$ cat config.mk
export PLATFORM = sky130hd
export DESIGN_NAME = csc_top
export DESIGN_NICKNAME = d
export VERILOG_FILES = /design/src/csc_pkg.sv /design/src/csc_cg_if.sv /design/src/csc_cg_map.sv /design/src/csc_top.sv
export SDC_FILE = /design/constraint.sdc
export NUM_CORES = 1
export LEC_CHECK = 0
export BUFFER_PORTS_ARGS = -buffer_cell sky130_fd_sc_hd__buf_2
export CAP_MARGIN = 10
export CORE_MARGIN = 2
export CORE_UTILIZATION = 35
export CTS_CLUSTER_SIZE = 28
export DETAILED_ROUTE_END_ITERATION = 16
export GPL_TIMING_DRIVEN = 0
export PLACE_DENSITY = 0.62
export SLEW_MARGIN = 15
export SYNTH_ARGS = -nofsm -noshare
export SYNTH_HDL_FRONTEND = slang
export SYNTH_SLANG_ARGS = --single-unit
$ cat constraint.sdc
create_clock -name clk -period 5 [get_ports clk]
set_input_delay 0 -clock clk [delete_from_list [all_inputs] [get_ports clk]]
set_output_delay 0 -clock clk [all_outputs]
set_load 0.02 [all_outputs]
$ cat src/csc_pkg.sv
// What this block does
// - One cursor register: display position and access pointer
// - Cursor steps by selected direction after each access
// - Cursor on first layer, or third with three
// - No cursor outside its layer's memory region
// - Dummy cursor only graphics on, text off
// - Without text screen, only bar cursor drawn
// - Mixed first layer: block on text, bar on graphics
// - Pixel-step horizontal scroll via scroll command
// - Pixel scroll shared by both screen blocks
// - On-chip ROM 160 chars, plus 64 RAM chars
// - External ROM at f000-f7ff or f000-ffff by height
// - External ROM 192 chars, always mixed with RAM
// - Generator RAM 64 beside ROM, at f000 too
// - Generator RAM base set by base command
// - 256 codes at once, banks of 64
// - Height select 0: 1-8 rows, 1: 9-16
// - ROM source chosen per code and source select
// - Correction forces bit 6 of second RAM area
package csc_pkg;
  localparam int AXI_AW = 8;
  // Register byte offsets
  localparam logic [7:0] OFS_CTRL = 8'h00;
  localparam logic [7:0] OFS_CURSOR = 8'h04;
  localparam logic [7:0] OFS_DIR = 8'h08;
  localparam logic [7:0] OFS_PITCH = 8'h0c;
  localparam logic [7:0] OFS_L1_START = 8'h10;
  localparam logic [7:0] OFS_L1_END = 8'h14;
  localparam logic [7:0] OFS_L3_START = 8'h18;
  localparam logic [7:0] OFS_L3_END = 8'h1c;
  localparam logic [7:0] OFS_TEXT_SPLIT = 8'h20;
  localparam logic [7:0] OFS_MEM_DATA = 8'h24;
  localparam logic [7:0] OFS_HSCROLL = 8'h28;
  localparam logic [7:0] OFS_CG_BASE = 8'h2c;
  localparam logic [7:0] OFS_STATUS = 8'h30;
  // Control register fields
  localparam int CTL_SRC = 0;
  localparam int CTL_BIT6 = 1;
  localparam int CTL_HEIGHT = 2;
  localparam int CTL_THREE = 3;
  localparam int CTL_TEXT_ON = 4;
  localparam int CTL_GFX_ON = 5;
  localparam int CTL_BLOCK = 6;
  localparam int CTL_MIXED = 7;
  localparam logic [7:0] CTRL_RST = 8'h00;
  localparam logic [15:0] ADDR_RST = 16'h0000;
  localparam logic [7:0] PITCH_RST = 8'h28;
  localparam logic [15:0] L_END_RST = 16'hffff;
  localparam int HSCROLL_W = 3;
  // Character generator map
  localparam logic [15:0] EXT_ROM_BASE = 16'hf000;
  localparam logic [15:0] EXT_ROM_END8 = 16'hf7ff;
  localparam logic [15:0] EXT_ROM_END16 = 16'hffff;
  localparam int ROM_CHARS = 160;
  localparam int CGRAM_MIX_CHARS = 64;
  localparam int EXT_ALONE_CHARS = 256;
  localparam int EXT_MIX_CHARS = 192;
  localparam logic [1:0] RESP_OKAY = 2'h0;
  localparam logic [1:0] RESP_SLVERR = 2'h2;
  typedef enum logic [1:0] {DIR_RIGHT, DIR_LEFT, DIR_UP, DIR_DOWN} csc_dir_t;
  typedef enum logic [1:0] {SRC_INT_ROM, SRC_EXT_ROM, SRC_CGRAM} csc_src_t;
  // Codes 80-9f and e0-ff belong to generator RAM
  function automatic logic is_ram_code(input logic [7:0] code);
    return code[7] && (code[6:5] == 2'b00 || code[6:5] == 2'b11);
  endfunction
endpackage

$ cat src/csc_cg_if.sv
`timescale 1ns/1ps
interface csc_cg_if;
  import csc_pkg::*;
  logic [7:0] code;
  logic [3:0] row;
  logic [15:0] base;
  logic src_ext;
  logic bit6_fix;
  logic tall;
  logic [15:0] addr;
  csc_src_t src;
  modport map (input code, row, base, src_ext, bit6_fix, tall, output addr, src);
  modport user (output code, row, base, src_ext, bit6_fix, tall, input addr, src);
endinterface

$ cat src/csc_cg_map.sv
`timescale 1ns/1ps
module csc_cg_map (
  csc_cg_if.map cg
);
  import csc_pkg::*;
  logic [7:0] code_eff;
  logic [15:0] offset;

  // Second RAM area lands right after the first when corrected, e0-ff read as a0-bf
  always_comb begin
    code_eff = cg.code;
    if (cg.bit6_fix && is_ram_code(cg.code)) begin
      code_eff[6] = 1'b0;
    end
  end

  // Tall cells use 16 rows per code, short ones 8
  always_comb begin
    if (cg.tall) begin
      offset = {4'h0, code_eff, cg.row};
    end else begin
      offset = {5'h00, code_eff, cg.row[2:0]};
    end
  end

  // Source picked from code value and source select
  always_comb begin
    if (is_ram_code(cg.code)) begin
      cg.src = SRC_CGRAM;
      cg.addr = cg.base + offset;
    end else if (cg.src_ext) begin
      cg.src = SRC_EXT_ROM;
      cg.addr = EXT_ROM_BASE + offset;
    end else begin
      cg.src = SRC_INT_ROM;
      cg.addr = {8'h00, cg.code};
    end
  end
endmodule

$ cat src/csc_top.sv
`timescale 1ns/1ps
module csc_top (
  input wire logic clk,
  input wire logic arst_n,
  input wire logic [csc_pkg::AXI_AW-1:0] s_axi_awaddr,
  input wire logic s_axi_awvalid,
  output logic s_axi_awready,
  input wire logic [31:0] s_axi_wdata,
  input wire logic [3:0] s_axi_wstrb,
  input wire logic s_axi_wvalid,
  output logic s_axi_wready,
  output logic [1:0] s_axi_bresp,
  output logic s_axi_bvalid,
  input wire logic s_axi_bready,
  input wire logic [csc_pkg::AXI_AW-1:0] s_axi_araddr,
  input wire logic s_axi_arvalid,
  output logic s_axi_arready,
  output logic [31:0] s_axi_rdata,
  output logic [1:0] s_axi_rresp,
  output logic s_axi_rvalid,
  input wire logic s_axi_rready,
  output logic [15:0] vram_addr,
  output logic [7:0] vram_wdata,
  output logic vram_we,
  output logic vram_re,
  input wire logic [7:0] vram_rdata,
  input wire logic [7:0] char_code,
  input wire logic [3:0] char_row,
  output logic cursor_show,
  output logic cursor_block,
  output logic [csc_pkg::HSCROLL_W-1:0] hscroll_px,
  output logic [15:0] cg_addr,
  output csc_pkg::csc_src_t cg_src
);
  import csc_pkg::*;

  typedef enum logic [2:0] {RD_IDLE, RD_DECODE, RD_ISSUE, RD_CAPTURE, RD_RESP} csc_rd_t;

  logic [7:0] ctrl_ff;
  logic [15:0] csr_ff;
  csc_dir_t dir_ff;
  logic [7:0] pitch_ff;
  logic [15:0] l1s_ff, l1e_ff, l3s_ff, l3e_ff, split_ff, cgbase_ff;
  logic [HSCROLL_W-1:0] hscroll_ff;
  logic aw_held_ff, w_held_ff, awready_ff, wready_ff, bvalid_ff;
  logic [AXI_AW-1:0] awaddr_ff, araddr_ff;
  logic [31:0] wdata_ff;
  logic [3:0] wstrb_ff;
  logic [1:0] bresp_ff, rresp_ff;
  logic arready_ff, rvalid_ff;
  logic [31:0] rdata_ff;
  csc_rd_t rd_ff;
  logic [15:0] vaddr_ff;
  logic [7:0] vwdata_ff;
  logic vwe_ff, vre_ff;
  logic show_ff, block_ff;
  logic [15:0] cg_addr_ff;
  csc_src_t cg_src_ff;
  logic do_write, wr_mem, rd_step, in_region;
  logic [15:0] lay_start, lay_end, nxt_csr;
  logic [31:0] wr_word;

  // Byte lanes merge into the old register value
  function automatic logic [31:0] wmerge(input logic [31:0] old, input logic [31:0] nw,
                                         input logic [3:0] strb);
    logic [31:0] res;
    res = old;
    for (int i = 0; i < 4; i++) begin
      if (strb[i]) begin
        res[8*i +: 8] = nw[8*i +: 8];
      end
    end
    return res;
  endfunction

  // Step in address units, wrapping in the 64K space
  function automatic logic [15:0] step_addr(input logic [15:0] a, input csc_dir_t d,
                                            input logic [7:0] p);
    case (d)
      DIR_RIGHT: return a + 16'h0001;
      DIR_LEFT: return a - 16'h0001;
      DIR_UP: return a - {8'h00, p};
      DIR_DOWN: return a + {8'h00, p};
      default: return a;
    endcase
  endfunction

  function automatic logic addr_ok(input logic [AXI_AW-1:0] a);
    return a[1:0] == 2'b00 && a <= OFS_STATUS;
  endfunction

  function automatic logic [31:0] reg_value(input logic [AXI_AW-1:0] a);
    case (a)
      OFS_CTRL: return {24'h000000, ctrl_ff};
      OFS_CURSOR: return {16'h0000, csr_ff};
      OFS_DIR: return {30'h00000000, dir_ff};
      OFS_PITCH: return {24'h000000, pitch_ff};
      OFS_L1_START: return {16'h0000, l1s_ff};
      OFS_L1_END: return {16'h0000, l1e_ff};
      OFS_L3_START: return {16'h0000, l3s_ff};
      OFS_L3_END: return {16'h0000, l3e_ff};
      OFS_TEXT_SPLIT: return {16'h0000, split_ff};
      OFS_HSCROLL: return {29'h00000000, hscroll_ff};
      OFS_CG_BASE: return {16'h0000, cgbase_ff};
      OFS_STATUS: return {29'h00000000, in_region, block_ff, show_ff};
      default: return 32'h00000000;
    endcase
  endfunction

  assign do_write = aw_held_ff && w_held_ff && !bvalid_ff;
  assign wr_mem = do_write && awaddr_ff == OFS_MEM_DATA;
  assign rd_step = rd_ff == RD_DECODE && araddr_ff == OFS_MEM_DATA && !wr_mem;
  // Process form so register reads inside the function wake it too
  always_comb begin
    wr_word = wmerge(reg_value(awaddr_ff), wdata_ff, wstrb_ff);
  end

  // Write address and data taken in either order
  always_ff @(posedge clk or negedge arst_n) begin
    if (!arst_n) begin
      aw_held_ff <= 1'b0;
      w_held_ff <= 1'b0;
      awready_ff <= 1'b1;
      wready_ff <= 1'b1;
      awaddr_ff <= '0;
      wdata_ff <= 32'h00000000;
      wstrb_ff <= 4'h0;
    end else if (s_axi_bvalid && s_axi_bready) begin
      aw_held_ff <= 1'b0;
      w_held_ff <= 1'b0;
      awready_ff <= 1'b1;
      wready_ff <= 1'b1;
    end else begin
      if (s_axi_awvalid && awready_ff) begin
        aw_held_ff <= 1'b1;
        awready_ff <= 1'b0;
        awaddr_ff <= s_axi_awaddr;
      end
      if (s_axi_wvalid && wready_ff) begin
        w_held_ff <= 1'b1;
        wready_ff <= 1'b0;
        wdata_ff <= s_axi_wdata;
        wstrb_ff <= s_axi_wstrb;
      end
    end
  end

  // Write response one cycle after both halves are held
  always_ff @(posedge clk or negedge arst_n) begin
    if (!arst_n) begin
      bvalid_ff <= 1'b0;
      bresp_ff <= RESP_OKAY;
    end else if (do_write) begin
      bvalid_ff <= 1'b1;
      bresp_ff <= addr_ok(awaddr_ff) ? RESP_OKAY : RESP_SLVERR;
    end else if (s_axi_bready) begin
      bvalid_ff <= 1'b0;
    end
  end

  // Software-written configuration
  always_ff @(posedge clk or negedge arst_n) begin
    if (!arst_n) begin
      ctrl_ff <= CTRL_RST;
      dir_ff <= DIR_RIGHT;
      pitch_ff <= PITCH_RST;
      l1s_ff <= ADDR_RST;
      l1e_ff <= L_END_RST;
      l3s_ff <= ADDR_RST;
      l3e_ff <= L_END_RST;
      split_ff <= ADDR_RST;
      hscroll_ff <= '0;
      cgbase_ff <= ADDR_RST;
    end else if (do_write) begin
      case (awaddr_ff)
        OFS_CTRL: ctrl_ff <= wr_word[7:0];
        OFS_DIR: dir_ff <= csc_dir_t'(wr_word[1:0]);
        OFS_PITCH: pitch_ff <= wr_word[7:0];
        OFS_L1_START: l1s_ff <= wr_word[15:0];
        OFS_L1_END: l1e_ff <= wr_word[15:0];
        OFS_L3_START: l3s_ff <= wr_word[15:0];
        OFS_L3_END: l3e_ff <= wr_word[15:0];
        OFS_TEXT_SPLIT: split_ff <= wr_word[15:0];
        OFS_HSCROLL: hscroll_ff <= wr_word[HSCROLL_W-1:0];
        OFS_CG_BASE: cgbase_ff <= wr_word[15:0];
        default: ;
      endcase
    end
  end

  // One pointer for display and access; a load beats a step
  always_comb begin
    nxt_csr = csr_ff;
    if (do_write && awaddr_ff == OFS_CURSOR) begin
      nxt_csr = wr_word[15:0];
    end else begin
      if (wr_mem) begin
        nxt_csr = step_addr(nxt_csr, dir_ff, pitch_ff);
      end
      if (rd_step) begin
        nxt_csr = step_addr(nxt_csr, dir_ff, pitch_ff);
      end
    end
  end

  always_ff @(posedge clk or negedge arst_n) begin
    if (!arst_n) begin
      csr_ff <= ADDR_RST;
    end else begin
      csr_ff <= nxt_csr;
    end
  end

  // Display memory strobes, one cycle each
  always_ff @(posedge clk or negedge arst_n) begin
    if (!arst_n) begin
      vaddr_ff <= ADDR_RST;
      vwdata_ff <= 8'h00;
      vwe_ff <= 1'b0;
      vre_ff <= 1'b0;
    end else begin
      vwe_ff <= wr_mem;
      vre_ff <= rd_step;
      if (wr_mem) begin
        vaddr_ff <= csr_ff;
        vwdata_ff <= wr_word[7:0];
      end else if (rd_step) begin
        vaddr_ff <= csr_ff;
      end
    end
  end

  // Read path; memory reads hold the bus until data returns
  always_ff @(posedge clk or negedge arst_n) begin
    if (!arst_n) begin
      rd_ff <= RD_IDLE;
      arready_ff <= 1'b1;
      araddr_ff <= '0;
      rvalid_ff <= 1'b0;
      rdata_ff <= 32'h00000000;
      rresp_ff <= RESP_OKAY;
    end else begin
      case (rd_ff)
        RD_IDLE: begin
          if (s_axi_arvalid && arready_ff) begin
            araddr_ff <= s_axi_araddr;
            arready_ff <= 1'b0;
            rd_ff <= RD_DECODE;
          end
        end
        RD_DECODE: begin
          if (araddr_ff == OFS_MEM_DATA) begin
            if (!wr_mem) begin
              rd_ff <= RD_ISSUE;
            end
          end else begin
            rdata_ff <= reg_value(araddr_ff);
            rresp_ff <= addr_ok(araddr_ff) ? RESP_OKAY : RESP_SLVERR;
            rvalid_ff <= 1'b1;
            rd_ff <= RD_RESP;
          end
        end
        RD_ISSUE: rd_ff <= RD_CAPTURE;
        RD_CAPTURE: begin
          rdata_ff <= {24'h000000, vram_rdata};
          rresp_ff <= RESP_OKAY;
          rvalid_ff <= 1'b1;
          rd_ff <= RD_RESP;
        end
        RD_RESP: begin
          if (s_axi_rready) begin
            rvalid_ff <= 1'b0;
            arready_ff <= 1'b1;
            rd_ff <= RD_IDLE;
          end
        end
        default: rd_ff <= RD_IDLE;
      endcase
    end
  end

  // Cursor layer follows layer count
  assign lay_start = ctrl_ff[CTL_THREE] ? l3s_ff : l1s_ff;
  assign lay_end = ctrl_ff[CTL_THREE] ? l3e_ff : l1e_ff;
  assign in_region = csr_ff >= lay_start && csr_ff <= lay_end;

  // Cursor visibility and shape; graphics-only gives a bar
  always_ff @(posedge clk or negedge arst_n) begin
    if (!arst_n) begin
      show_ff <= 1'b0;
      block_ff <= 1'b0;
    end else begin
      show_ff <= in_region && (ctrl_ff[CTL_TEXT_ON] || ctrl_ff[CTL_GFX_ON]);
      if (!ctrl_ff[CTL_TEXT_ON]) begin
        block_ff <= 1'b0;
      end else if (ctrl_ff[CTL_MIXED]) begin
        block_ff <= ctrl_ff[CTL_BLOCK] && csr_ff < split_ff;
      end else begin
        block_ff <= ctrl_ff[CTL_BLOCK];
      end
    end
  end

  // Character generator address, registered for the scan side
  csc_cg_if cg ();
  assign cg.code = char_code;
  assign cg.row = char_row;
  assign cg.base = cgbase_ff;
  assign cg.src_ext = ctrl_ff[CTL_SRC];
  assign cg.bit6_fix = ctrl_ff[CTL_BIT6];
  assign cg.tall = ctrl_ff[CTL_HEIGHT];

  csc_cg_map u_map (
    .cg(cg)
  );

  always_ff @(posedge clk or negedge arst_n) begin
    if (!arst_n) begin
      cg_addr_ff <= ADDR_RST;
      cg_src_ff <= SRC_INT_ROM;
    end else begin
      cg_addr_ff <= cg.addr;
      cg_src_ff <= cg.src;
    end
  end

  assign s_axi_awready = awready_ff;
  assign s_axi_wready = wready_ff;
  assign s_axi_bvalid = bvalid_ff;
  assign s_axi_bresp = bresp_ff;
  assign s_axi_arready = arready_ff;
  assign s_axi_rvalid = rvalid_ff;
  assign s_axi_rdata = rdata_ff;
  assign s_axi_rresp = rresp_ff;
  assign vram_addr = vaddr_ff;
  assign vram_wdata = vwdata_ff;
  assign vram_we = vwe_ff;
  assign vram_re = vre_ff;
  assign cursor_show = show_ff;
  assign cursor_block = block_ff;
  // One shift for the whole window, both blocks alike
  assign hscroll_px = hscroll_ff;
  assign cg_addr = cg_addr_ff;
  assign cg_src = cg_src_ff;

  // Memory strobes use the pre-step cursor
  chk_access_addr: assert property (@(posedge clk) disable iff (!arst_n)
    (vwe_ff || vre_ff) |-> vaddr_ff == $past(csr_ff))
    else $error("access address is not the cursor");

  chk_cursor_step: assert property (@(posedge clk) disable iff (!arst_n)
    vwe_ff |-> csr_ff == step_addr(vaddr_ff, dir_ff, pitch_ff))
    else $error("cursor did not step after write");

  chk_read_step: assert property (@(posedge clk) disable iff (!arst_n)
    rd_step |=> csr_ff != $past(csr_ff) || $past(dir_ff) == DIR_UP
      || $past(dir_ff) == DIR_DOWN)
    else $error("cursor did not step after read");

  chk_cursor_region: assert property (@(posedge clk) disable iff (!arst_n)
    !in_region |=> !show_ff)
    else $error("cursor shown outside its layer");

  chk_cursor_layer: assert property (@(posedge clk) disable iff (!arst_n)
    ctrl_ff[CTL_THREE] && (csr_ff < l3s_ff || csr_ff > l3e_ff) |=> !cursor_show)
    else $error("cursor not held to third layer");

  chk_bar_no_text: assert property (@(posedge clk) disable iff (!arst_n)
    !ctrl_ff[CTL_TEXT_ON] |=> !cursor_block)
    else $error("block cursor without text screen");

  chk_mixed_shape: assert property (@(posedge clk) disable iff (!arst_n)
    ctrl_ff[CTL_TEXT_ON] && ctrl_ff[CTL_MIXED] && ctrl_ff[CTL_BLOCK] && csr_ff < split_ff
    |=> cursor_block)
    else $error("no block cursor over text area");

  chk_ext_range: assert property (@(posedge clk) disable iff (!arst_n)
    cg_src_ff == SRC_EXT_ROM |-> cg_addr_ff >= EXT_ROM_BASE
      && ($past(ctrl_ff[CTL_HEIGHT]) || cg_addr_ff <= EXT_ROM_END8))
    else $error("external glyph address out of range");

  chk_bit6_fold: assert property (@(posedge clk) disable iff (!arst_n)
    cg_src_ff == SRC_CGRAM && $past(ctrl_ff[CTL_BIT6]) && !$past(ctrl_ff[CTL_HEIGHT])
    |-> ((cg_addr_ff - $past(cgbase_ff)) & 16'h0200) == 16'h0000)
    else $error("bit 6 not folded");

  chk_write_resp: assert property (@(posedge clk) disable iff (!arst_n)
    do_write |=> bvalid_ff ##0 !awready_ff && !wready_ff)
    else $error("write response missing");
endmodule

==> impl_summary.log, run 1 <==
[metrics] final total power: 7.98 mW
[metrics] logic gate share of total power: 37.5%
[metrics] Ys Warns: 0
[metrics] first-pass GRT wire length: 88900 µm
[metrics] Slew Limit Headroom: 8.94%
[metrics] cell area after placement: 16700 µm²
[metrics] compound-gate portion of the synthesized area: 24.2%
[metrics] quantity of I/O buffers inserted on ports: 132
[metrics] fin. max-slew vios: 0
[metrics] Worst EP required: 5480 ps
[metrics] Placed Instances: 2361
[metrics] classification of the worst setup path: flip-flop to flip-flop
[metrics] final standard cell utilization of the core: 45.2%
[metrics] die width: 212 µm
[metrics] Adder-Cell Fraction of Synth Area: 7.53%
[metrics] actual transition at the worst max-transition pin: 1360 ps
[metrics] Placement Rows: 76
[metrics] final routed wire length divided by cell count: 23.3 µm
[metrics] initial antenna violation count: 0
[metrics] grt ovf: 0
[metrics] detailed-placement wirelength estimate: 42000 µm
[metrics] sequential share of the synthesized area: 40.1%
[metrics] Static Leakage: 8.35 nW
[metrics] 1st-iter DRT viols: 1973
[metrics] share of synthesized cell area in and, or, nand and nor gates: 12.9%
[metrics] fraction of layout cells with a size suffix above 1: 24.1%
[metrics] pin count of the biggest net entering global routing: 100
[metrics] distinct cell type count of the synthesized netlist: 84
[metrics] clock share of power: 29.1%
[metrics] area of the mapped netlist: 15200 µm²
[metrics] setup repair after global routing missed its margin: yes
[metrics] total via count after detailed routing: 14900
[metrics] TritonCTS clock tree: yes
[metrics] Core Box Area: 42900 µm²
[metrics] Synth Flop Type: sky130_fd_sc_hd__dfrtp_1
[metrics] xor/xnor share of the synthesized area: 1.97%
[metrics] FF+latch count, synth: 241
[metrics] sequential fraction of design power: 33.4%
[metrics] Die Outline Area: 45000 µm²
[metrics] clock slew at the register clock pins of the worst setup and hold paths: 60 ps
[metrics] Nets: 2099
[metrics] most repeated library cell on the critical path: sky130_fd_sc_hd__inv_2
[metrics] initial core utilization: 35.3%
[metrics] clock root cell: sky130_fd_sc_hd__clkbuf_16
[metrics] Post-synth ARST share: 100%
[metrics] largest family of logic cells by synthesized area: compound AO/OA/AOI/OAI gates
[metrics] total net switching power: 3.11 mW
[metrics] total internal power: 4.87 mW
[metrics] Worst path slowest cell: sky130_fd_sc_hd__a2111oi_4
[metrics] clk_lat worst skew: 580 ps
[metrics] largest cells by area after synthesis: sky130_fd_sc_hd__dfrtp_1 (34%), sky130_fd_sc_hd__ha_1 (6.9%), sky130_fd_sc_hd__dfstp_2 (6.4%)
[metrics] detailed-routed wire length on met2: 26200 µm
[metrics] finished layout cell area: 19400 µm²
[metrics] WHS Path Cells: 6
[metrics] post-layout instance count excluding filler cells: 2540
[metrics] vias in the first global route: 14400
[metrics] final worst-path cycle share: 106%
[metrics] first-pass iteration count of the detailed router: 13
[metrics] final hold violation count: 0
[metrics] Area growth, synth to finish: 28.0%
[metrics] die extent in y: 212 µm
[metrics] largest buffer count on any clock path: 3
[metrics] mean post-synth cell area: 9.33 µm²
[metrics] DRC violations left: 0
[metrics] hold path start: char_row[2]
[metrics] Final ANT Viol Nets: 0
[metrics] min cycle time layout: 5290 ps
[metrics] mux cell area share after synthesis: 8.50%
[metrics] violated checks: setup timing
[metrics] worst clock skew on the final layout: 15.1 ps
[metrics] Avg Vias per Cell: 5.85
[metrics] final weighted congestion in routability-driven placement: 0.990
[metrics] highest metal layer used by the detailed router: met4
[metrics] number of flops mapped to enable cells by yosys: 0
[metrics] number of top-level pins: 169
[metrics] worst min-delay path category: input port to flip-flop
[metrics] detailed-route wire length on metal 1: 24900 µm
[metrics] detailed-route wire length: 59100 µm
[metrics] Inserted Clock Buffers: 29
[metrics] arrival time worst endpoint: 5770 ps
[metrics] delay of the slowest critical-path stage: 420 ps
[metrics] minimum hold slack: 32.9 ps
[metrics] origin of the critical flop-to-flop path: pitch_ff[1]$_DFFE_PN0P_
[metrics] CP startpoint kind: flip-flop
[metrics] CP Max Fanout: 4
[metrics] worst min-delay path endpoint: cg_addr[3]$_DFF_PN0_
[metrics] outcome: finished, violations left
[metrics] detailed-routed wire length on met3: 5780 µm
[metrics] post-synthesis cell type with the largest combined area: sky130_fd_sc_hd__dfrtp_1
[metrics] post-route worst setup slack: -292 ps
[metrics] fill cell total of the finished layout: 4067
[metrics] power density over cell area: 411 nW/µm²
[metrics] capturing element type of the critical path: flip-flop
[metrics] CTS sink count: 241
[metrics] switching power as a share of total power: 39.0%
[metrics] Syn Inst Count: 1624
[metrics] global-route total usage across every layer: 26.1%
[metrics] worst reg2reg path depth: 29
[metrics] final-report setup violation count: 8
[metrics] Achievable Freq: 189 MHz
[metrics] H-Tree Depth: 1
[metrics] top-area cell type share of the netlist area: 33.7%
[metrics] ANT cells: 0
[metrics] setup slack of the most critical reg-to-reg path: -290 ps
[metrics] reg-to-reg endpoint: csr_ff[13]$_DFF_PN0_
[metrics] worst supply voltage drop on vdd: 0.251 mV
[metrics] max-cap violation count: 0
[registers in the layout (all words and copies together), names as in the netlist, 8 cells and up]
signal,cells
araddr_ff,8
awaddr_ff,8
cg.base,16
cg_addr,16
csr_ff,16
ctrl_ff,8
l1e_ff,16
l1s_ff,16
l3e_ff,16
l3s_ff,16
pitch_ff,8
s_axi_rdata,16
split_ff,16
vram_addr,16
vram_wdata,8
wdata_ff,16
[layout make-up]
class,instances,area [µm²],area share [%]
Tap cell,585,732,3.77
Clock buffer,36,812,4.19
Inverter,67,259,1.34
Sequential cell,241,6080,31.4
Buffer,101,561,2.89
Multi-Input combinational cell,1230,8850,45.6
Clock inverter,17,226,1.17
Timing Repair Buffer,263,1870,9.66
[what timing repair did]
item / 4_1_cts / 5_1_grt
setup buffers: 45 / 14
hold buffers: 69 / 0
pin swaps: 48 / 34
endpoints found under the setup margin: 21 / 20
hold endpoints to repair: 277 / 0
gates resized for setup: 85 / 33
[worst max path at each step]
stage / from / end / slack (ps)
finish: pitch_ff[1]$_DFFE_PN0P_ / csr_ff[13]$_DFF_PN0_ / -290
global route: pitch_ff[3]$_DFFE_PN1P_ / csr_ff[13]$_DFF_PN0_ / -540
CTS: pitch_ff[1]$_DFFE_PN0P_ / csr_ff[15]$_DFF_PN0_ / -280
detailed placement: dir_ff[1]$_DFFE_PN0P_ / csr_ff[15]$_DFF_PN0_ / -1290
global placement: dir_ff[1]$_DFFE_PN0P_ / csr_ff[15]$_DFF_PN0_ / -1170
floorplan: pitch_ff[0]$_DFFE_PN0P_ / csr_ff[15]$_DFF_PN0_ / -100
[metal layers]
metal | track usage (%) | up-vias
met3 | 5.30 | 131
met1 | 36.0 | 7262
li1 | - | 6638
met2 | 40.8 | 822
met4 | 9.08 | 0
met5 | 0 | -
[logic make-up after synthesis]
group	after synthesis
XOR/XNOR	34
buffers and inverters	170
other	1
AO/OA/AOI/OAI	543
multiplexers	120
flip-flops	241
AND/OR/NAND/NOR	425
adder cells (fa/ha/maj)	90
[critical path, delay by kind of cell, from the launching register on]
| family | cells | cell delay [ps] |
|---|---|---|
| AOI/OAI and AO/OA | 12 | 2060 |
| and+or+nand+nor | 6 | 1070 |
| adders and majority gates | 3 | 920 |
| DFF | 1 | 390 |
| buffers and inverters | 5 | 370 |
| muxes | 1 | 200 |
| xor gates and xnor gates | 2 | 190 |
[Yosys cell counts, types with 4 or more instances]
library cell,instances
sky130_fd_sc_hd__o211ai_1,4
sky130_fd_sc_hd__o21a_1,9
sky130_fd_sc_hd__buf_4,19
sky130_fd_sc_hd__clkbuf_1,75
sky130_fd_sc_hd__nand3b_1,9
sky130_fd_sc_hd__o21ai_0,191
sky130_fd_sc_hd__nand2b_1,12
sky130_fd_sc_hd__a22o_1,28
sky130_fd_sc_hd__or2_2,4
sky130_fd_sc_hd__xor2_1,8
sky130_fd_sc_hd__nand2_1,196
sky130_fd_sc_hd__o2111ai_1,4
sky130_fd_sc_hd__a221oi_1,24
sky130_fd_sc_hd__mux2i_1,51
sky130_fd_sc_hd__mux2_2,67
sky130_fd_sc_hd__o31ai_1,19
sky130_fd_sc_hd__a21o_1,28
sky130_fd_sc_hd__a211oi_1,11
sky130_fd_sc_hd__a222oi_1,29
sky130_fd_sc_hd__a22oi_1,56
sky130_fd_sc_hd__dfrtp_1,204
sky130_fd_sc_hd__o22ai_1,7
sky130_fd_sc_hd__nand3_1,41
sky130_fd_sc_hd__inv_1,65
sky130_fd_sc_hd__xnor2_1,26
sky130_fd_sc_hd__a21oi_1,67
sky130_fd_sc_hd__dfstp_2,37
sky130_fd_sc_hd__nand4_1,13
sky130_fd_sc_hd__buf_1,6
sky130_fd_sc_hd__or3_1,8
sky130_fd_sc_hd__o32ai_1,5
sky130_fd_sc_hd__nor2b_1,9
sky130_fd_sc_hd__ha_1,84
sky130_fd_sc_hd__a221o_1,5
sky130_fd_sc_hd__nor3_1,17
sky130_fd_sc_hd__a31oi_1,17
sky130_fd_sc_hd__nor2_1,82
sky130_fd_sc_hd__and3_1,10
[cell usage in the layout, fill, tap and decap left out, drive strengths merged, types with 7 or more instances in the layout]
cell type    instances
a21oi               67
a21o                28
nand3b               9
nand4               13
o21a                 9
a31oi               17
a221oi              24
dfstp               37
buf                221
mux2i               51
xor2                 8
and3                11
a222oi              29
nor2                82
o31ai               22
a211oi              13
o22ai                7
inv                 66
nor3                19
clkinv              11
dlygate4sd3         69
nand3               41
a22o                28
xnor2               26
or3                  8
nor2b               10
ha                  84
nand2              197
dfrtp              204
o21ai              197
conb                18
mux2                69
clkbuf             109
nand2b              12
a22oi               56
[through the flow]
stage          worst slack, ps  TNS (ps)
4_1_cts                   -284      -939
3_3_place_gp             -1170   -102790
2_1_floorplan            -96.1      -179
6_report                  -292     -1520
3_5_place_dp             -1290    -10540
5_1_grt                   -543     -4250
[power by group through the flow]
stage | logic, mW | clock network, mW | registers [mW]
4_1_cts | 2.86 | 2.36 | 2.65
2_1_floorplan | 1.69 | 0 | 2.60
6_report | 2.99 | 2.32 | 2.67
3_5_place_dp | 2.59 | 0 | 2.71
5_1_grt | 3.27 | 2.42 | 2.70
3_3_place_gp | 2.52 | 0 | 2.69
(Power assumes the default switching activity.)
==> run 2, diff against run 1 <==
Settings changed: HOLD_SLACK_MARGIN from default to 0.1, PLACE_DENSITY 0.62 to 0.63.
==> run 2 against run 1 <==
The flow still finishes with violations (setup timing). Critical path depth fell by 1. Clock skew rose by 5.1 ps. First-iteration DRC count fell by 4.2%. Final cell count rose by 1.1%. Clock-buffer cell count rose by 10. Critical path type unchanged. Critical endpoint is now csr_ff[15]$_DFF_PN0_. Largest cell class unchanged. Highest routed layer unchanged.
==> impl_summary.log, run 2 (synthesized netlist as in run 1, its figures left out) <==
[metrics] DRC violations left: 0 (unchanged)
[metrics] highest metal layer used by the detailed router: met4
[metrics] Achievable Freq: 187 MHz (-1.3%)
[metrics] detailed-placement wirelength estimate: 42400 µm (+1.1%)
[metrics] min cycle time layout: 5360 ps (+67.5 ps)
[metrics] fraction of layout cells with a size suffix above 1: 24.9% (+0.81 points)
[metrics] delay of the slowest critical-path stage: 430 ps (about the same)
[metrics] TritonCTS clock tree: yes
[metrics] grt ovf: 0 (unchanged)
[metrics] total via count after detailed routing: 15000 (+0.79%)
[metrics] final weighted congestion in routability-driven placement: 0.974 (-1.6%)
[metrics] first-pass GRT wire length: 90900 µm (+2.2%)
[metrics] Final ANT Viol Nets: 0 (unchanged)
[metrics] fin. max-slew vios: 0 (unchanged)
[metrics] Avg Vias per Cell: 5.83 (-0.35%)
[metrics] origin of the critical flop-to-flop path: pitch_ff[0]$_DFFE_PN0P_
[metrics] first-pass iteration count of the detailed router: 7 (-6)
[metrics] max-cap violation count: 0 (unchanged)
[metrics] Worst EP required: 5400 ps (-80 ps)
[metrics] classification of the worst setup path: flip-flop to flip-flop
[metrics] CTS sink count: 241 (unchanged)
[metrics] clock root cell: sky130_fd_sc_hd__clkbuf_16
[metrics] ANT cells: 0 (unchanged)
[metrics] final routed wire length divided by cell count: 23.6 µm (+1.5%)
[metrics] vias in the first global route: 14700 (+2.0%)
[metrics] detailed-route wire length on metal 1: 26200 µm (+5.3%)
[metrics] capturing element type of the critical path: flip-flop
[metrics] Die Outline Area: 45000 µm² (unchanged)
[metrics] final-report setup violation count: 9 (+1)
[metrics] Area growth, synth to finish: 29.3%
[metrics] worst clock skew on the final layout: 20.2 ps (+5.09 ps)
[metrics] largest buffer count on any clock path: 3 (unchanged)
[metrics] actual transition at the worst max-transition pin: 1260 ps (-97.6 ps)
[metrics] worst supply voltage drop on vdd: 0.294 mV (+17%)
[metrics] 1st-iter DRT viols: 1891 (-4.2%)
[metrics] post-route worst setup slack: -360 ps (-67.5 ps)
[metrics] Static Leakage: 8.50 nW (+1.8%)
[metrics] number of top-level pins: 169 (unchanged)
[metrics] cell area after placement: 16700 µm² (about the same)
[metrics] initial antenna violation count: 1 (+1)
[metrics] DP Worst Slack: -1380 ps (-90.5 ps)
[metrics] violated checks: setup timing
[metrics] CP Max Fanout: 4 (unchanged)
[metrics] Placement Rows: 76 (unchanged)
[metrics] die width: 212 µm (unchanged)
[metrics] termination of the worst setup path: csr_ff[15]$_DFF_PN0_
[metrics] setup slack of the most critical reg-to-reg path: -360 ps (-70 ps)
[metrics] Inserted Clock Buffers: 29 (unchanged)
[metrics] Slew Limit Headroom: 14.9% (+6.0 points)
[metrics] initial core utilization: 35.3% (unchanged)
[metrics] worst reg2reg path depth: 28 (-3.4%)
[metrics] detailed-routed wire length on met2: 27200 µm (+3.6%)
[metrics] H-Tree Depth: 1 (unchanged)
[metrics] commonest non-fill, non-tap cells in the layout: sky130_fd_sc_hd__dfrtp_1 (201), sky130_fd_sc_hd__nand2_1 (194), sky130_fd_sc_hd__o21ai_0 (180)
[metrics] Nets: 2128 (+1.4%)
[metrics] detailed-routed wire length on met3: 5120 µm (-11%)
[metrics] global-route total usage across every layer: 26.7% (+0.56 points)
[metrics] CP startpoint kind: flip-flop
[metrics] pin count of the biggest net entering global routing: 90 (-10%)
[metrics] quantity of I/O buffers inserted on ports: 132 (unchanged)
[metrics] setup repair after global routing missed its margin: yes
[metrics] outcome: finished, violations left
[metrics] power density over cell area: 406 nW/µm² (-1.4%)
[metrics] finished layout cell area: 19600 µm² (+1.0%)
[metrics] startpoint of the most critical setup path: pitch_ff[0]$_DFFE_PN0P_
[metrics] Worst path slowest cell: sky130_fd_sc_hd__a2111oi_4
[metrics] arrival time worst endpoint: 5760 ps (about the same)
[metrics] die extent in y: 212 µm (unchanged)
[metrics] detailed-route wire length: 60600 µm (+2.7%)
[metrics] final worst-path cycle share: 107% (+1.3 points)
[metrics] worst min-delay path category: input port to flip-flop
[metrics] final hold violation count: 0 (unchanged)
[metrics] reg-to-reg endpoint: csr_ff[15]$_DFF_PN0_
[metrics] most common library cell in the layout ignoring fill and taps: sky130_fd_sc_hd__dfrtp_1
[metrics] Core Box Area: 42900 µm² (unchanged)
[metrics] clk_lat worst skew: 570 ps (about the same)
[metrics] clock slew at the register clock pins of the worst setup and hold paths: 70 ps (about the same)
run 2: stage by stage:
step           TNS (ps)  util [%]  hold WS (ps)  std cells  total power, mW
5_1_grt           -3880      45.7           169       2569             8.35
3_3_place_gp    -104790      38.8           173       2358             5.25
3_5_place_dp     -10740      39.1        -0.665       2362             5.32
4_1_cts           -1030      45.3           110       2565             7.83
6_report          -1630      45.7           121       2569             7.95
2_1_floorplan      -179         -          -296       1641             4.29
run 2: worst max-delay path, delay by kind of cell, from the launching register on:
kind / cells / cell delay, ps
DFF: 1 / 400
xor gates and xnor gates: 2 / 300
muxes: 1 / 310
AOI/OAI and AO/OA: 12 / 2060
adders and majority gates: 3 / 930
buffers and inverters: 4 / 250
and+or+nand+nor: 6 / 920
run 2: where the power goes:
| group | switching [mW] | leakage [nW] | internal [mW] | total, mW |
|---|---|---|---|---|
| logic | 1.87 | 4.93 | 1.28 | 3.15 |
| clock network | 0.865 | 0.456 | 1.25 | 2.11 |
| registers | 0.398 | 3.11 | 2.28 | 2.68 |
| total | 3.14 | 8.50 | 4.81 | 7.95 |
run 2: repair_timing:
action,in CTS,in global routing
hold buffers,80,0
hold endpoints to repair,277,0
resized for setup,95,40
setup buffers,71,10
pin swaps,55,31
cloned,0,0
endpoints found under the setup margin,21,21
run 2: metal layers:
metal	global-route usage [%]	vias to the layer above
li1	-	6697
met1	36.3	7393
met2	42.4	739
met3	5.17	141
met4	9.32	0
met5	0	-
run 2: worst min-delay path by stage:
stage	start	slack (ps)	end	depth (start not counted)
after floorplan	arst_n	-300	araddr_ff[0]$_DFFE_PN0P_	0
after global placement	s_axi_wvalid	170	s_axi_wready$_DFFE_PN1P_	2
after detailed placement	arst_n	-0.7	cg_src[1]$_DFF_PN0_	1
after CTS	char_code[1]	110	cg_addr[5]$_DFF_PN0_	6
after global routing	char_code[1]	170	cg_addr[5]$_DFF_PN0_	6
final	char_code[1]	120	cg_addr[5]$_DFF_PN0_	6
run 2: area by class of cell:
class	count	area, µm²
plain buffers	99	524
inverters	67	273
clock buffers	46	840
well taps	585	732
fillers	4052	23300
flip-flops and latches	241	6080
multi-input cells	1230	8900
clock inverters	7	88.8
repair buffers	294	2160
==> run 3, diff against run 2 <==
Settings changed: PLACE_DENSITY 0.63 to 0.61.
Clock period 5 ns to 5.1 ns, I/O delays scaled along.
==> run 3 against run 2 <==
The flow still finishes with violations (setup timing). Via count is 1.3% lower. Worst hold slack got worse by 9.7 ps. Highest routed layer unchanged. Critical endpoint unchanged. Clock power rose by 10%. Maximum frequency shrank 2.2%. Clock skew down 6.7 ps. Critical path depth decreased by 4. Global-route usage down 0.62 points. Critical path type unchanged. Wire length fell by 2.4%. Core utilization decreased by 0.72 points. Non-clock buffer count is 36 lower. Register-to-register slack got worse by 20 ps. Sequential share of layout area up 0.51 points.
==> impl_summary.log, run 3 (synthesized netlist as in run 1, its figures left out) <==
[metrics] pin count of the biggest net entering global routing: 97 (+7.8%)
[metrics] clk_lat worst skew: 570 ps (about the same)
[metrics] Core Box Area: 42900 µm² (unchanged)
[metrics] detailed-route wire length: 59200 µm (-2.4%)
[metrics] largest buffer count on any clock path: 3 (unchanged)
[metrics] initial antenna violation count: 0 (-1)
[metrics] CP startpoint kind: flip-flop
[metrics] 1st-iter DRT viols: 1647 (-13%)
[metrics] final worst-path cycle share: 107% (+0.30 points)
[metrics] outcome: finished, violations left
[metrics] final hold violation count: 0 (unchanged)
[metrics] power density over cell area: 405 nW/µm² (-0.16%)
[metrics] Slew Limit Headroom: 4.36% (-11 points)
[metrics] initial core utilization: 35.3% (unchanged)
[metrics] Final ANT Viol Nets: 0 (unchanged)
[metrics] arrival time worst endpoint: 5900 ps (+140 ps)
[metrics] Placement Rows: 76 (unchanged)
[metrics] number of top-level pins: 169 (unchanged)
[metrics] Placed Instances: 2361 (-0.042%)
[metrics] clock slew at the register clock pins of the worst setup and hold paths: 70 ps (about the same)
[metrics] first-pass GRT wire length: 88900 µm (-2.2%)
[metrics] post-route worst setup slack: -382 ps (-22.4 ps)
[metrics] total via count after detailed routing: 14800 (-1.3%)
[metrics] fraction of layout cells with a size suffix above 1: 22.8% (-2.2 points)
[metrics] worst clock skew on the final layout: 13.5 ps (-6.74 ps)
[metrics] die width: 212 µm (unchanged)
[metrics] Nets: 2091 (-1.7%)
[metrics] Avg Vias per Cell: 5.83 (+0.13%)
[metrics] min cycle time layout: 5480 ps (+122 ps)
[metrics] global-route total usage across every layer: 26.1% (-0.62 points)
[metrics] setup repair after global routing missed its margin: yes
[metrics] final weighted congestion in routability-driven placement: 0.970 (-0.45%)
[metrics] DRC violations left: 0 (unchanged)
[metrics] Achievable Freq: 182 MHz (-2.2%)
[metrics] classification of the worst setup path: flip-flop to flip-flop
[metrics] actual transition at the worst max-transition pin: 1420 ps (+156 ps)
[metrics] max-cap violation count: 0 (unchanged)
[metrics] Die Outline Area: 45000 µm² (unchanged)
[metrics] quantity of I/O buffers inserted on ports: 132 (unchanged)
[metrics] Worst EP required: 5520 ps (+120 ps)
[metrics] grt ovf: 0 (unchanged)
[metrics] violated checks: setup timing
[metrics] commonest non-fill, non-tap cells in the layout: sky130_fd_sc_hd__dfrtp_1 (199), sky130_fd_sc_hd__nand2_1 (194), sky130_fd_sc_hd__o21ai_0 (184)
[metrics] Inserted Clock Buffers: 28 (-3.4%)
[metrics] die extent in y: 212 µm (unchanged)
[metrics] vias in the first global route: 14500 (-1.5%)
[metrics] post-layout instance count excluding filler cells: 2532 (-1.4%)
[metrics] Area growth, synth to finish: 27.3%
[metrics] capturing element type of the critical path: flip-flop
[metrics] ANT cells: 0 (unchanged)
[metrics] final total power: 7.81 mW (-1.7%)
[metrics] CTS sink count: 241 (unchanged)
[metrics] final standard cell utilization of the core: 45.0% (-0.72 points)
[metrics] H-Tree Depth: 1 (unchanged)
[metrics] final routed wire length divided by cell count: 23.4 µm (-0.96%)
[metrics] CP Max Fanout: 10 (+6)
[metrics] Static Leakage: 8.32 nW (-2.1%)
[metrics] fin. max-slew vios: 0 (unchanged)
[metrics] worst min-delay path category: input port to flip-flop
[metrics] DP Worst Slack: -1320 ps (+65.2 ps)
[metrics] most common library cell in the layout ignoring fill and taps: sky130_fd_sc_hd__dfrtp_1
[metrics] first-pass iteration count of the detailed router: 9 (+2)
[metrics] TritonCTS clock tree: yes
[metrics] worst supply voltage drop on vdd: 0.254 mV (-13%)
[metrics] detailed-placement wirelength estimate: 42100 µm (-0.77%)
[metrics] clock root cell: sky130_fd_sc_hd__clkbuf_16
[metrics] final-report setup violation count: 8 (-1)
[run 3: cell count changes in the layout (fill, tap and decap cells not counted), sizes merged]
| cell | previous run | this run |
|---|---|---|
| clkbuf | 120 | 114 |
| clkinv | 7 | 6 |
| buf | 240 | 203 |
| inv | 64 | 66 |
| dlygate4sd3 | 79 | 80 |
| bufinv | 2 | 6 |
[run 3: path summary, 6_finish.rpt]
check | endpoint | startpoint | slack [ps] | depth (start not counted)
min in group asynchronous | l1e_ff[2]$_DFFE_PN1P_ | arst_n | 600 | 3
max | csr_ff[15]$_DFF_PN0_ | dir_ff[0]$_DFFE_PN0P_ | -380 | 24
min | cg_addr[5]$_DFF_PN0_ | char_code[1] | 110 | 6
min reg2reg | vram_wdata[7]$_DFFE_PN0P_ | vram_wdata[7]$_DFFE_PN0P_ | 470 | 2
max reg2reg | csr_ff[15]$_DFF_PN0_ | dir_ff[0]$_DFFE_PN0P_ | -380 | 24
max in group asynchronous | dir_ff[1]$_DFFE_PN0P_ | arst_n | 3930 | 4
[run 3: repair_timing]
action | in CTS | in global routing
endpoints found under the hold margin | 278 | 0
pin swaps | 43 | 22
gates resized for setup | 85 | 17
buffers inserted | 31 | 8
setup endpoints to repair | 21 | 19
hold buffers | 81 | 0
[run 3: cell type report]
cell class	count	area [µm²]
Sequential cell	241	6080
Fill cell	4116	23600
Buffer	102	556
Multi-Input combinational cell	1230	8730
Clock buffer	40	847
Tap cell	585	732
Clock inverter	12	221
Inverter	67	263
Timing Repair Buffer	255	1860
[run 3: layer usage]
metal / vias to the layer above / track usage [%] / routed length (µm)
li1: 6628 / - / -
met1: 7256 / 35.6 / 25600
met2: 739 / 40.5 / 26000
met3: 150 / 5.51 / 5010
met4: 0 / 9.88 / 2510
met5: - / 0 / 0
[run 3: worst max-delay path, cell delays in order, from the launching register on]
cell and delay (ps):
sky130_fd_sc_hd__dfrtp_1 400, sky130_fd_sc_hd__buf_6 130, sky130_fd_sc_hd__clkbuf_16 160, sky130_fd_sc_hd__nor3_1 130, sky130_fd_sc_hd__a21oi_1 80, sky130_fd_sc_hd__o21ai_2 210
sky130_fd_sc_hd__ha_4 250, sky130_fd_sc_hd__and3_1 200, sky130_fd_sc_hd__o32ai_2 200, sky130_fd_sc_hd__o32ai_2 170, sky130_fd_sc_hd__o2111ai_1 280, sky130_fd_sc_hd__o211ai_1 220
sky130_fd_sc_hd__maj3_1 440, sky130_fd_sc_hd__a221o_1 380, sky130_fd_sc_hd__a21oi_2 190, sky130_fd_sc_hd__xnor2_1 100, sky130_fd_sc_hd__nand2_1 80, sky130_fd_sc_hd__nand2_1 50
sky130_fd_sc_hd__ha_1 390, sky130_fd_sc_hd__and3_1 200, sky130_fd_sc_hd__a21oi_1 220, sky130_fd_sc_hd__o21ai_4 130, sky130_fd_sc_hd__o31ai_4 250, sky130_fd_sc_hd__mux2_4 320
sky130_fd_sc_hd__a2bb2oi_2 130
[run 3: through the flow]
step / TNS (ps) / area, µm² / hold slack [ps]
finish: -1830 / 19300 / 112
global placement: -84450 / 16600 / 174
CTS: -1160 / 19200 / 115
floorplan: -64.9 / 15200 / -296
global route: -3990 / 19300 / 160
detailed placement: -10310 / 16700 / 4.28
[run 3: power breakdown]
part,switching [mW],leakage (nW),internal (mW),total (mW)
clock,0.877,0.528,1.46,2.33
sequential,0.382,3.11,2.24,2.62
combinational,1.74,4.69,1.12,2.85
